[config.mk]
export PLATFORM = sky130hd
export DESIGN_NAME = tev_irq_csr
export DESIGN_NICKNAME = d
export VERILOG_FILES = /design/src/shared/tev_pkg.sv /design/src/core/tev_edge_det.sv /design/src/core/tev_irq_csr.sv
export SDC_FILE = /design/constraint.sdc
export NUM_CORES = 1
export LEC_CHECK = 0
export BUFFER_PORTS_ARGS = -buffer_cell sky130_fd_sc_hd__buf_4
export CAP_MARGIN = 25
export CELL_PAD_IN_SITES_DETAIL_PLACEMENT = 1
export CELL_PAD_IN_SITES_GLOBAL_PLACEMENT = 1
export CORE_AREA = 2 2 88 90
export CTS_CLUSTER_SIZE = 28
export DETAILED_ROUTE_END_ITERATION = 7
export DIE_AREA = 0 0 90 92
export PLACE_DENSITY_LB_ADDON = 0.05
export SLEW_MARGIN = 20
export SYNTH_ARGS = -nofsm -noshare
export SYNTH_HDL_FRONTEND = slang
export SYNTH_SLANG_ARGS = --single-unit
export TNS_END_PERCENT = 10
[constraint.sdc]
create_clock -name ref_clk_i -period 3.75 [get_ports ref_clk_i]
set_input_delay 0.75 -clock ref_clk_i [delete_from_list [all_inputs] [get_ports ref_clk_i]]
set_output_delay 0.75 -clock ref_clk_i [all_outputs]
set_load 0.01 [all_outputs]
[src/shared/tev_pkg.sv]
package tev_pkg;

  // ****************************************
  // register map
  // ****************************************
  localparam int          ADDR_W         = 6;
  localparam int          DATA_W         = 32;
  localparam logic [5:0]  OFF_CTRL       = 6'h00;
  localparam logic [5:0]  OFF_STATUS     = 6'h20;
  localparam logic [5:0]  OFF_ENABLE     = 6'h24;
  localparam logic [5:0]  OFF_FLAG       = 6'h28;
  localparam logic [5:0]  OFF_PENDING    = 6'h2C;
  localparam logic [5:0]  OFF_MASK       = 6'h30;

  // ****************************************
  // event field layout
  // ****************************************
  localparam int          EV_W           = 7;
  localparam int          SRC_W          = 3;
  localparam int          BIT_GATE_RISE  = 0;
  localparam int          BIT_SYNC_RISE  = 1;
  localparam int          BIT_SEC_RISE   = 2;
  localparam int          BIT_GATE_FALL  = 4;
  localparam int          BIT_SYNC_FALL  = 5;
  localparam int          BIT_SEC_FALL   = 6;
  localparam int          FALL_BASE      = 4;
  localparam logic [6:0]  EV_VALID       = 7'h77;
  localparam logic [6:0]  EV_RESET       = 7'h00;
  localparam int          CTRL_W         = 8;
  localparam logic [7:0]  CTRL_RESET     = 8'h00;
  localparam logic [31:0] READ_UNMAPPED  = 32'h0000_0000;

  typedef enum logic [1:0] {
    TEV_BUS_IDLE = 2'b00,
    TEV_BUS_ACK  = 2'b01
  } tev_bus_state_t;

endpackage : tev_pkg

[src/core/tev_edge_det.sv]
`timescale 1ns/1ps
`default_nettype none

module tev_edge_det #(
  parameter int W = 3
) (
  input  wire logic         ref_clk_i,
  input  wire logic         rst_i,
  input  wire logic [W-1:0] src_i,
  output logic      [W-1:0] level_o,
  output logic      [W-1:0] rise_o,
  output logic      [W-1:0] fall_o
);

  initial
  begin
    if (W < 1) $error("tev_edge_det: W must be at least 1");
  end

  typedef struct packed {
    logic [W-1:0] meta;
    logic [W-1:0] sync;
    logic [W-1:0] prev;
    logic [W-1:0] rise;
    logic [W-1:0] fall;
  } tev_edge_state_t;

  tev_edge_state_t st;
  tev_edge_state_t next_st;

  // ****************************************
  // two-stage sync and edge detection
  // ****************************************
  always_comb
  begin
    next_st      = st;
    next_st.meta = src_i;
    next_st.sync = st.meta;
    next_st.prev = st.sync;
    next_st.rise = st.sync & ~st.prev;
    next_st.fall = ~st.sync & st.prev;
  end

  always_ff @(posedge ref_clk_i or posedge rst_i)
  begin
    if (rst_i)
    begin
      st <= '0;
    end
    else
    begin
      st <= next_st;
    end
  end

  assign level_o = st.prev;
  assign rise_o  = st.rise;
  assign fall_o  = st.fall;

endmodule : tev_edge_det

`default_nettype wire

[src/core/tev_irq_csr.sv]
`timescale 1ns/1ps
`default_nettype none

// Function
// - all ports clocked by one sample clock
// - register accesses handled in sample clock domain
// - main reset active low, synchronously sampled
// - main reset clears buffers and control registers
// - enabled source edge, rising or falling, gives one-cycle irq
// - irq pulse synchronous with sample clock
// - status register shows live source levels
// - each occurrence latched in flag until cleared
// - writing one clears only those flags
// - enabled sources ORed onto irq
// - flags set regardless of enables
// - no new pulse without fresh edge
// - flag sets on status zero-to-one, stays set
// - event bits 0,1,2 rising; 4,5,6 falling
// - flag register at 0x28, zero after reset
module tev_irq_csr #(
  parameter int ADDR_W = tev_pkg::ADDR_W
) (
  input  wire logic              ref_clk_i,
  input  wire logic              rst_i,
  input  wire logic              main_rst_n_i,
  input  wire logic              gate_i,
  input  wire logic              sync_i,
  input  wire logic              second_pulse_i,
  input  wire logic [ADDR_W-1:0] avs_address_i,
  input  wire logic              avs_read_i,
  input  wire logic              avs_write_i,
  input  wire logic [31:0]       avs_writedata_i,
  input  wire logic [3:0]        avs_byteenable_i,
  output logic      [31:0]       avs_readdata_o,
  output logic                   avs_waitrequest_o,
  output logic                   irq_o,
  output logic                   irq_level_o,
  output logic      [7:0]        ctrl_o
);

  initial
  begin
    if (ADDR_W < 6) $error("tev_irq_csr: ADDR_W must be at least 6");
    if (tev_pkg::EV_W != 7) $error("tev_irq_csr: event field must be 7 bits");
    if (tev_pkg::SRC_W != 3) $error("tev_irq_csr: three event sources expected");
    if (tev_pkg::BIT_GATE_FALL != tev_pkg::FALL_BASE)
    begin
      $error("tev_irq_csr: falling events must start at the fall base");
    end
    if (tev_pkg::BIT_SEC_RISE - tev_pkg::BIT_GATE_RISE + 1 != tev_pkg::SRC_W)
    begin
      $error("tev_irq_csr: rising event field width mismatch");
    end
    if (tev_pkg::BIT_SEC_FALL - tev_pkg::BIT_GATE_FALL + 1 != tev_pkg::SRC_W)
    begin
      $error("tev_irq_csr: falling event field width mismatch");
    end
    if (tev_pkg::DATA_W != 32) $error("tev_irq_csr: bus data must be 32 bits");
  end

  // ****************************************
  // state
  // ****************************************
  typedef struct packed {
    tev_pkg::tev_bus_state_t bus;
    logic [31:0]             rdata;
    logic                    wait_req;
    logic                    rst_meta;
    logic                    rst_sync;
    logic [7:0]              ctrl;
    logic [6:0]              enable;
    logic [6:0]              flag;
    logic [6:0]              pending;
    logic [6:0]              mask;
    logic                    irq;
    logic                    irq_level;
  } tev_csr_state_t;

  tev_csr_state_t st;
  tev_csr_state_t next_st;

  logic [2:0] src_level;
  logic [2:0] src_rise;
  logic [2:0] src_fall;
  logic [6:0] events;
  logic [6:0] status_live;

  // ****************************************
  // helpers
  // ****************************************
  function automatic logic [6:0] tev_pack(input logic [2:0] lo, input logic [2:0] hi);
    logic [6:0] v;
    v                                              = '0;
    v[tev_pkg::BIT_SEC_RISE:tev_pkg::BIT_GATE_RISE] = lo;
    v[tev_pkg::BIT_SEC_FALL:tev_pkg::BIT_GATE_FALL] = hi;
    return v;
  endfunction : tev_pack

  function automatic logic [31:0] tev_bemask(input logic [3:0] be);
    return {{8{be[3]}}, {8{be[2]}}, {8{be[1]}}, {8{be[0]}}};
  endfunction : tev_bemask

  // ****************************************
  // source edge detection
  // ****************************************
  tev_edge_det #(
    .W (tev_pkg::SRC_W)
  ) u_edge (
    .ref_clk_i (ref_clk_i),
    .rst_i     (rst_i),
    .src_i     ({second_pulse_i, sync_i, gate_i}),
    .level_o   (src_level),
    .rise_o    (src_rise),
    .fall_o    (src_fall)
  );

  assign events      = tev_pack(src_rise, src_fall);
  assign status_live = tev_pack(src_level, ~src_level);

  // ****************************************
  // next state
  // ****************************************
  always_comb
  begin
    logic [31:0] wmask;
    logic [6:0]  wr_bits;
    logic        do_wr;
    logic        do_rd;
    logic        soft_clr;
    logic        addr_hi;
    wmask    = tev_bemask(avs_byteenable_i);
    addr_hi  = |(avs_address_i >> 6);
    wr_bits  = avs_writedata_i[tev_pkg::EV_W-1:0] & wmask[tev_pkg::EV_W-1:0];
    do_wr    = avs_write_i && !st.wait_req;
    do_rd    = avs_read_i && !st.wait_req;
    next_st  = st;

    next_st.rst_meta = main_rst_n_i;
    next_st.rst_sync = st.rst_meta;
    soft_clr         = !st.rst_sync;

    // bus slave: one wait cycle, then answer
    case (st.bus)
      tev_pkg::TEV_BUS_IDLE:
      begin
        next_st.wait_req = 1'b1;
        if (avs_read_i || avs_write_i)
        begin
          next_st.bus      = tev_pkg::TEV_BUS_ACK;
          next_st.wait_req = 1'b0;
          next_st.rdata    = tev_pkg::READ_UNMAPPED;
          case (avs_address_i[5:0])
            tev_pkg::OFF_CTRL:    next_st.rdata = {24'h000000, st.ctrl};
            tev_pkg::OFF_STATUS:  next_st.rdata = {25'h0000000, status_live};
            tev_pkg::OFF_ENABLE:  next_st.rdata = {25'h0000000, st.enable};
            tev_pkg::OFF_FLAG:    next_st.rdata = {25'h0000000, st.flag};
            tev_pkg::OFF_PENDING: next_st.rdata = {25'h0000000, st.pending};
            tev_pkg::OFF_MASK:    next_st.rdata = {25'h0000000, st.mask};
            default:              next_st.rdata = tev_pkg::READ_UNMAPPED;
          endcase
          if (addr_hi)
          begin
            next_st.rdata = tev_pkg::READ_UNMAPPED;
          end
        end
      end
      tev_pkg::TEV_BUS_ACK:
      begin
        next_st.bus      = tev_pkg::TEV_BUS_IDLE;
        next_st.wait_req = 1'b1;
      end
      default:
      begin
        next_st.bus      = tev_pkg::TEV_BUS_IDLE;
        next_st.wait_req = 1'b1;
      end
    endcase

    // register writes and read side effects
    if (do_wr && !addr_hi)
    begin
      case (avs_address_i[5:0])
        tev_pkg::OFF_CTRL:
          next_st.ctrl = (st.ctrl & ~wmask[7:0]) | (avs_writedata_i[7:0] & wmask[7:0]);
        tev_pkg::OFF_ENABLE:
          next_st.enable = ((st.enable & ~wmask[6:0]) | wr_bits) & tev_pkg::EV_VALID;
        tev_pkg::OFF_FLAG:
          next_st.flag = st.flag & ~wr_bits;
        tev_pkg::OFF_MASK:
          next_st.mask = ((st.mask & ~wmask[6:0]) | wr_bits) & tev_pkg::EV_VALID;
        default:
          next_st.ctrl = st.ctrl;
      endcase
    end
    if (do_rd && avs_address_i == ADDR_W'(tev_pkg::OFF_PENDING))
    begin
      next_st.pending = '0;
    end

    // event capture, set wins over clear
    next_st.flag    = next_st.flag | events;
    next_st.pending = next_st.pending | events;

    // events are single-cycle, so the OR is one pulse per enabled edge, or one per group of enabled edges in the same cycle
    next_st.irq       = |(events & st.enable);
    next_st.irq_level = |(next_st.pending & st.mask);

    if (soft_clr)
    begin
      next_st.ctrl      = tev_pkg::CTRL_RESET;
      next_st.enable    = tev_pkg::EV_RESET;
      next_st.flag      = tev_pkg::EV_RESET;
      next_st.pending   = tev_pkg::EV_RESET;
      next_st.mask      = tev_pkg::EV_RESET;
      next_st.irq       = 1'b0;
      next_st.irq_level = 1'b0;
    end
  end

  // ****************************************
  // registers
  // ****************************************
  always_ff @(posedge ref_clk_i or posedge rst_i)
  begin
    if (rst_i)
    begin
      st          <= '0;
      st.bus      <= tev_pkg::TEV_BUS_IDLE;
      st.wait_req <= 1'b1;
    end
    else
    begin
      st <= next_st;
    end
  end

  // ****************************************
  // outputs
  // ****************************************
  assign avs_readdata_o    = st.rdata;
  assign avs_waitrequest_o = st.wait_req;
  assign irq_o             = st.irq;
  assign irq_level_o       = st.irq_level;
  assign ctrl_o            = st.ctrl;

endmodule : tev_irq_csr

`default_nettype wire

# Yosys cells after proc, flatten, opt, wreduce, memory -nomap -nowiden
# Cells that the tools add are included.
dict set report classes {
  n_eq_ne 10
  n_mux 12
  n_bitwise 20
  n_reduce_logical 13
}
# op n
set ops {}
lappend ops {{case mux 8 bit (6 select lines)} 1}
lappend ops {{bitwise AND 7 bit} 6}
lappend ops {{2-to-1 mux 38 bit} 1}
lappend ops {{2-to-1 mux 35 bit} 1}
lappend ops {{2-to-1 mux 7 bit} 5}
lappend ops {{== test 6 bit (second input constant)} 5}
lappend ops {{bitwise OR 7 bit} 4}
lappend ops {{2-to-1 mux 22 bit} 1}
lappend ops {{bitwise AND 8 bit} 2}
lappend ops {{inverter 7 bit} 2}
lappend ops {{OR reduction 7 bit} 2}
lappend ops {{2-to-1 mux 8 bit} 1}
lappend ops {{inequality test 2 x 1 -> 1 bit (second input constant)} 4}
lappend ops {{inverter 8 bit} 1}
lappend ops {{bitwise OR 8 bit} 1}
lappend ops {{AND reduction 2 bit} 4}
lappend ops {{bitwise AND 3 bit} 2}
lappend ops {{zero test 6 bit} 1}
lappend ops {{inverter 3 bit} 2}
lappend ops {{logical AND 1 bit} 3}
lappend ops {{zero test 2 bit} 1}
lappend ops {{2-to-1 mux 2 bit} 1}
lappend ops {{inequality test 2 bit (second input constant)} 1}
lappend ops {{zero test 1 bit} 1}
lappend ops {{other kinds (2)} 2}
dict set report word_totals {
  register_bits 90
  input_bits 50
  output_inout_bits 43
  elab_cells 72
}

# Depth between registers and ports, before layout
dict set report depth {
  word_depth 8
  mapped_depth 6
  mapped_depth_nobuf 5
}

# Hierarchy
# From an unflattened synthesis, not the netlist that was laid out.
dict set report unflattened {
  hier_cells 287
  hier_area_um2 2965.3
}
# module n_inst cells_each area_each_um2
set modules_own_cells {}
lappend modules_own_cells {tev_irq_csr 1 265 2533.7}
lappend modules_own_cells {tev_edge_det 1 22 431.7}

# Worst setup path after synthesis
# No wires, ideal clock.
dict set report synth_timing {
  path_type {input port to flip-flop}
  start {in avs_address_i[3]}
  end {reg st[3] (netlist bit)}
  t_arrival_ns 1.911
  setup_slack_ns 1.763
  stages 6
  path_buffers 2
  path_cell_list {buf_2 nor4_2 buf_2 nand3_1 or2_1 o21ai_1}
}
dict set report synth_via {
  elab_chain_len 3
}
# item line_no
set synth_lines {}
lappend synth_lines {{from (decl)} tev_irq_csr.sv:29} ;# input wire logic [ADDR_W-1:0] avs_address_i,
lappend synth_lines {{== test 6 bit} tev_irq_csr.sv:182} ;# case (avs_address_i[5:0])
lappend synth_lines {{inequality test 2 x 1 -> 1 bit (no line)} n/a}
lappend synth_lines {{AND reduction 2 bit (no line)} n/a}
lappend synth_lines {{to (signal assigned)} tev_irq_csr.sv:233} ;# st <= next_st;
lappend synth_lines {{to (decl)} tev_irq_csr.sv:79} ;# tev_csr_state_t st;
# No other way between the ends.
# A chain may end at the register's enable or synchronous reset.

# Final worst setup path
dict set report layout_timing {
  start {in avs_write_i}
  end {reg st, in the netlist avs_readdata_o[0]}
}
dict set report layout_via {
  elab_chain_len 2
}
# item line_no
set layout_lines {}
lappend layout_lines {{from (decl)} tev_irq_csr.sv:31} ;# input wire logic avs_write_i,
lappend layout_lines {{logical OR 1 bit} tev_irq_csr.sv:147} ;# if (avs_read_i || avs_write_i)
lappend layout_lines {{AND reduction 2 bit (no line)} n/a}
# No other way between the ends.

==> out/results.md <==
| Metric | This run | Unit |
| --- | --- | --- |
| Status | finished, final reports clean | - |
| Power per standard cell area | 443.1 | nW/µm² |
| Endpoint arrival time on the critical path | 2.23 | ns |
| Netlist area before placement | 2932 | µm² |
| Number of buffers added to fix hold violations after cts | 0 | - |
| Clock-pin slew of the registers on the worst-case setup and hold paths | 0.07 | ns |
| Critical Path Most Common Cell | sky130_fd_sc_hd__nor2_1 | - |
| Minimum clock period after layout | 2.015 | ns |
| Detailed Routing Iterations Pass 1 | 4 | - |
| Data required time at the worst endpoint | 3.96 | ns |
| Fraction of the yosys area taken by sequential cells | 52.97 | % |
| Critical path buffer and inverter count | 2 | - |
| Max-slew violations | 0 | - |
| Count of state elements after synthesis | 62 | - |
| Cell count after synthesis | 282 | - |
| Die height | 92 | µm |
| Relative area change from synthesis to final layout | 13.91 | % |
| Family with the most delay on the worst path | compound AO/OA/AOI/OAI gates | - |
| Antenna Violating Nets Remaining | 0 | - |
| CTS tree | yes | - |
| Final-layout worst hold slack | 0.3496 | ns |
| Sinks on Clock Net | 62 | - |
| Slew at the pin closest to its max-slew limit | 0.7925 | ns |
| Global Route Usage Sum | 19.79 | % |
| Effective utilization at floorplan | 39.36 | % |
| Final sum of negative setup slack | 0 | ns |
| Via-to-Cell Ratio | 5.181 | - |
| Post-synthesis cell type count | 38 | - |
| Final core utilization | 44.84 | % |
| Sort of element at the end of the critical path | flip-flop | - |
| Unrepaired setup endpoints after global routing | no | - |
| CTS H-tree depth | 3 | - |
| Post-DR wirelength/cell | 18.20 | µm |
| Remaining design rule violation count | 0 | - |
| Cell with the largest stage delay on the worst path | sky130_fd_sc_hd__nor2_1 | - |
| Count of boundary I/O pins | 93 | - |
| Clock latency of the later-clocked register in the worst-skew pair | 0.34 | ns |
| Leakage | 1.528 | nW |
| Final setup violating endpoints | 0 | - |
| Number of warning messages in the yosys log | 0 | - |
| Width of the die | 90 | µm |
| Std-Cell Core Area | 7447 | µm² |
| Cell row count | 32 | - |
| Largest net degree at the start of global routing | 37 | - |
| Kind of start point of the critical path | input port | - |
| Vias in the first global route | 2222 | - |
| GR Overflow Total | 0 | - |
| Full die area | 8280 | µm² |
| Peak fanout along the critical path | 10 | - |
| Inserted Clock Buffers | 9 | - |
| Final GP Congestion | 0.8318 | - |
| Sequence of cells on the critical path | buf_4 -> nor2_1 -> nor2_1 -> inv_2 -> a221oi_1 -> a21oi_1 | - |
| Final Net Count | 362 | - |
| Detailed-route via count | 2171 | - |
| Hold Crit Class | flip-flop to flip-flop | - |
| Share of layout cells above drive strength 1 | 23.03 | % |
| Fraction of the cycle the final worst path needs | 53.74 | % |
| Total wirelength of the detailed-routed design | 7625 | µm |
| Max Fclk | 0.4962 | GHz |
| Largest buffer count on any clock path | 2 | - |
| Final Hold Fails | 0 | - |
| CP peak stage delay | 0.51 | ns |
| Worst vdd rail ir drop | 168.9 | µV |
| Worst Path Class, Setup | input port to flip-flop | - |
| Average instance area after synthesis | 10.40 | µm² |
| Port bufs | 41 | - |
| Half-perimeter wire length after placement | 5606 | µm |
| Post-CTS Repair Setup Buffers | 0 | - |
| Clock tree root driver cell | sky130_fd_sc_hd__clkbuf_8 | - |
| Global-route wire length before repair | 12230 | µm |
| Worst rel slew slack | 47.09 | % |
| Initial antenna violation count | 0 | - |
| Maximum capacitance violations | 0 | - |
| Gates resized, CTS repair | 0 | - |
| Clock Skews | 0.008440 | ns |
| First DRT Iteration DRCs | 76 | - |
| Diodes inserted | 0 | - |
[cell usage after synthesis]
cell type / number / area, µm²
sky130_fd_sc_hd__nand3_1: 12 / 60.06
sky130_fd_sc_hd__nor2b_1: 10 / 62.56
sky130_fd_sc_hd__o21ai_1: 13 / 65.06
sky130_fd_sc_hd__mux2i_1: 2 / 20.02
sky130_fd_sc_hd__mux2_2: 6 / 67.56
sky130_fd_sc_hd__conb_1: 1 / 3.750
sky130_fd_sc_hd__buf_4: 41 / 307.8
sky130_fd_sc_hd__nor4b_1: 1 / 8.760
sky130_fd_sc_hd__a31oi_1: 3 / 18.77
sky130_fd_sc_hd__and3b_1: 1 / 8.760
sky130_fd_sc_hd__nand3b_1: 1 / 7.510
sky130_fd_sc_hd__a21oi_1: 18 / 90.09
sky130_fd_sc_hd__a32o_1: 9 / 90.09
sky130_fd_sc_hd__o211ai_1: 3 / 22.52
sky130_fd_sc_hd__o21ai_0: 7 / 35.03
sky130_fd_sc_hd__dfstp_2: 1 / 26.28
sky130_fd_sc_hd__buf_2: 2 / 10.01
sky130_fd_sc_hd__nand2_1: 25 / 93.84
sky130_fd_sc_hd__nor4_2: 1 / 12.51
sky130_fd_sc_hd__a221oi_1: 7 / 61.31
sky130_fd_sc_hd__or2_1: 1 / 6.260
sky130_fd_sc_hd__nor4b_4: 1 / 23.77
sky130_fd_sc_hd__nand2b_1: 6 / 37.54
sky130_fd_sc_hd__or3b_4: 1 / 11.26
sky130_fd_sc_hd__a22oi_1: 7 / 52.55
sky130_fd_sc_hd__a32oi_1: 1 / 8.760
sky130_fd_sc_hd__inv_1: 7 / 26.28
sky130_fd_sc_hd__nor3b_2: 1 / 12.51
sky130_fd_sc_hd__nand4b_1: 1 / 8.760
sky130_fd_sc_hd__a41oi_1: 2 / 17.52
sky130_fd_sc_hd__inv_2: 2 / 7.510
sky130_fd_sc_hd__clkbuf_1: 5 / 18.77
sky130_fd_sc_hd__nor2_1: 18 / 67.56
sky130_fd_sc_hd__a22o_1: 1 / 8.760
sky130_fd_sc_hd__and4bb_1: 1 / 12.51
sky130_fd_sc_hd__and2_1: 1 / 6.260
sky130_fd_sc_hd__dfrtp_1: 61 / 1526
sky130_fd_sc_hd__nand4_1: 1 / 6.260
[metal layers]
layer	vias to the layer above	part of all wire [%]	global-route usage, %	wire (µm)
li1	994	-	-	-
met1	1091	46	26.40	3487
met2	65	47	29.82	3551
met3	21	4.0	3.944	306
met4	0	3.7	12.05	280
met5	-	0	0	0
[area by class of cell]
class | count | area [µm²]
Fill cell | 880 | 4108
Sequential cell | 62 | 1553
Multi-Input combinational cell | 186 | 1095
Timing Repair Buffer | 44 | 330.3
Clock buffer | 12 | 155.1
Tap cell | 102 | 127.6
Clock inverter | 4 | 45.04
Inverter | 9 | 33.78
[final timing paths]
check / start / endpoint / cells past startpoint / slack [ns]
max: avs_write_i / avs_readdata_o[0] / 6 / 1.73
min: u_edge.next_st[10] / u_edge.next_st[7] / 0 / 0.35
max reg2reg: st[73] / avs_readdata_o[0] / 4 / 1.92
min reg2reg: u_edge.next_st[10] / u_edge.next_st[7] / 0 / 0.35
max in group asynchronous: rst_i / avs_waitrequest_o / 3 / 2.41
min in group asynchronous: rst_i / st[9] / 2 / 0.57
[state kept, by name, summed over array words and instances, names as in the netlist]
name               count
avs_readdata_o         8
avs_waitrequest_o      1
ctrl_o                 8
irq_level_o            1
irq_o                  1
next_st                1
st                    27
u_edge.fall_o          3
u_edge.level_o         3
u_edge.next_st         6
u_edge.rise_o          3
[layout by cell type, fill, tap and decap left out, types with 2 or more instances in the layout]
cell type / n
sky130_fd_sc_hd__a41oi_1: 2
sky130_fd_sc_hd__o21ai_0: 7
sky130_fd_sc_hd__a32o_1: 9
sky130_fd_sc_hd__nand2b_1: 6
sky130_fd_sc_hd__nand2_1: 25
sky130_fd_sc_hd__o211ai_1: 3
sky130_fd_sc_hd__a221oi_1: 7
sky130_fd_sc_hd__buf_4: 44
sky130_fd_sc_hd__mux2i_1: 2
sky130_fd_sc_hd__nor2b_1: 10
sky130_fd_sc_hd__nand3_1: 12
sky130_fd_sc_hd__dfrtp_1: 61
sky130_fd_sc_hd__inv_1: 6
sky130_fd_sc_hd__a21oi_1: 18
sky130_fd_sc_hd__mux2_2: 6
sky130_fd_sc_hd__o21ai_1: 13
sky130_fd_sc_hd__a22oi_1: 7
sky130_fd_sc_hd__inv_2: 3
sky130_fd_sc_hd__conb_1: 24
sky130_fd_sc_hd__clkbuf_8: 11
sky130_fd_sc_hd__a31oi_1: 3
sky130_fd_sc_hd__clkinv_2: 3
sky130_fd_sc_hd__nor2_1: 18
[stage by stage]
stage	worst slack (ns)	area (µm²)	instances	total power [mW]
3_5_place_dp	1.341	3139	403	0.8991
2_1_floorplan	1.460	3018	305	0.8520
5_1_grt	1.571	3339	419	1.546
3_3_place_gp	1.386	3139	403	0.8969
4_1_cts	1.711	3339	419	1.497
6_report	1.735	3339	419	1.480
[where the power goes]
group / internal, mW / switching, mW
Sequential: 0.702 / 0.0259
Combinational: 0.0602 / 0.0962
Clock: 0.340 / 0.256
Total: 1.10 / 0.378
[logic make-up (layout without fill, tap and decap cells)]
kind of cell,after synthesis,in the layout,synth area share [%]
simple gates,83,83,15.24
other cells,1,24,0.1279
compound gates,71,71,16.05
buf+inv,57,69,12.63
flops,62,62,52.97
mux,8,8,2.987
Note: power is estimated with default switching activity, not from simulation.
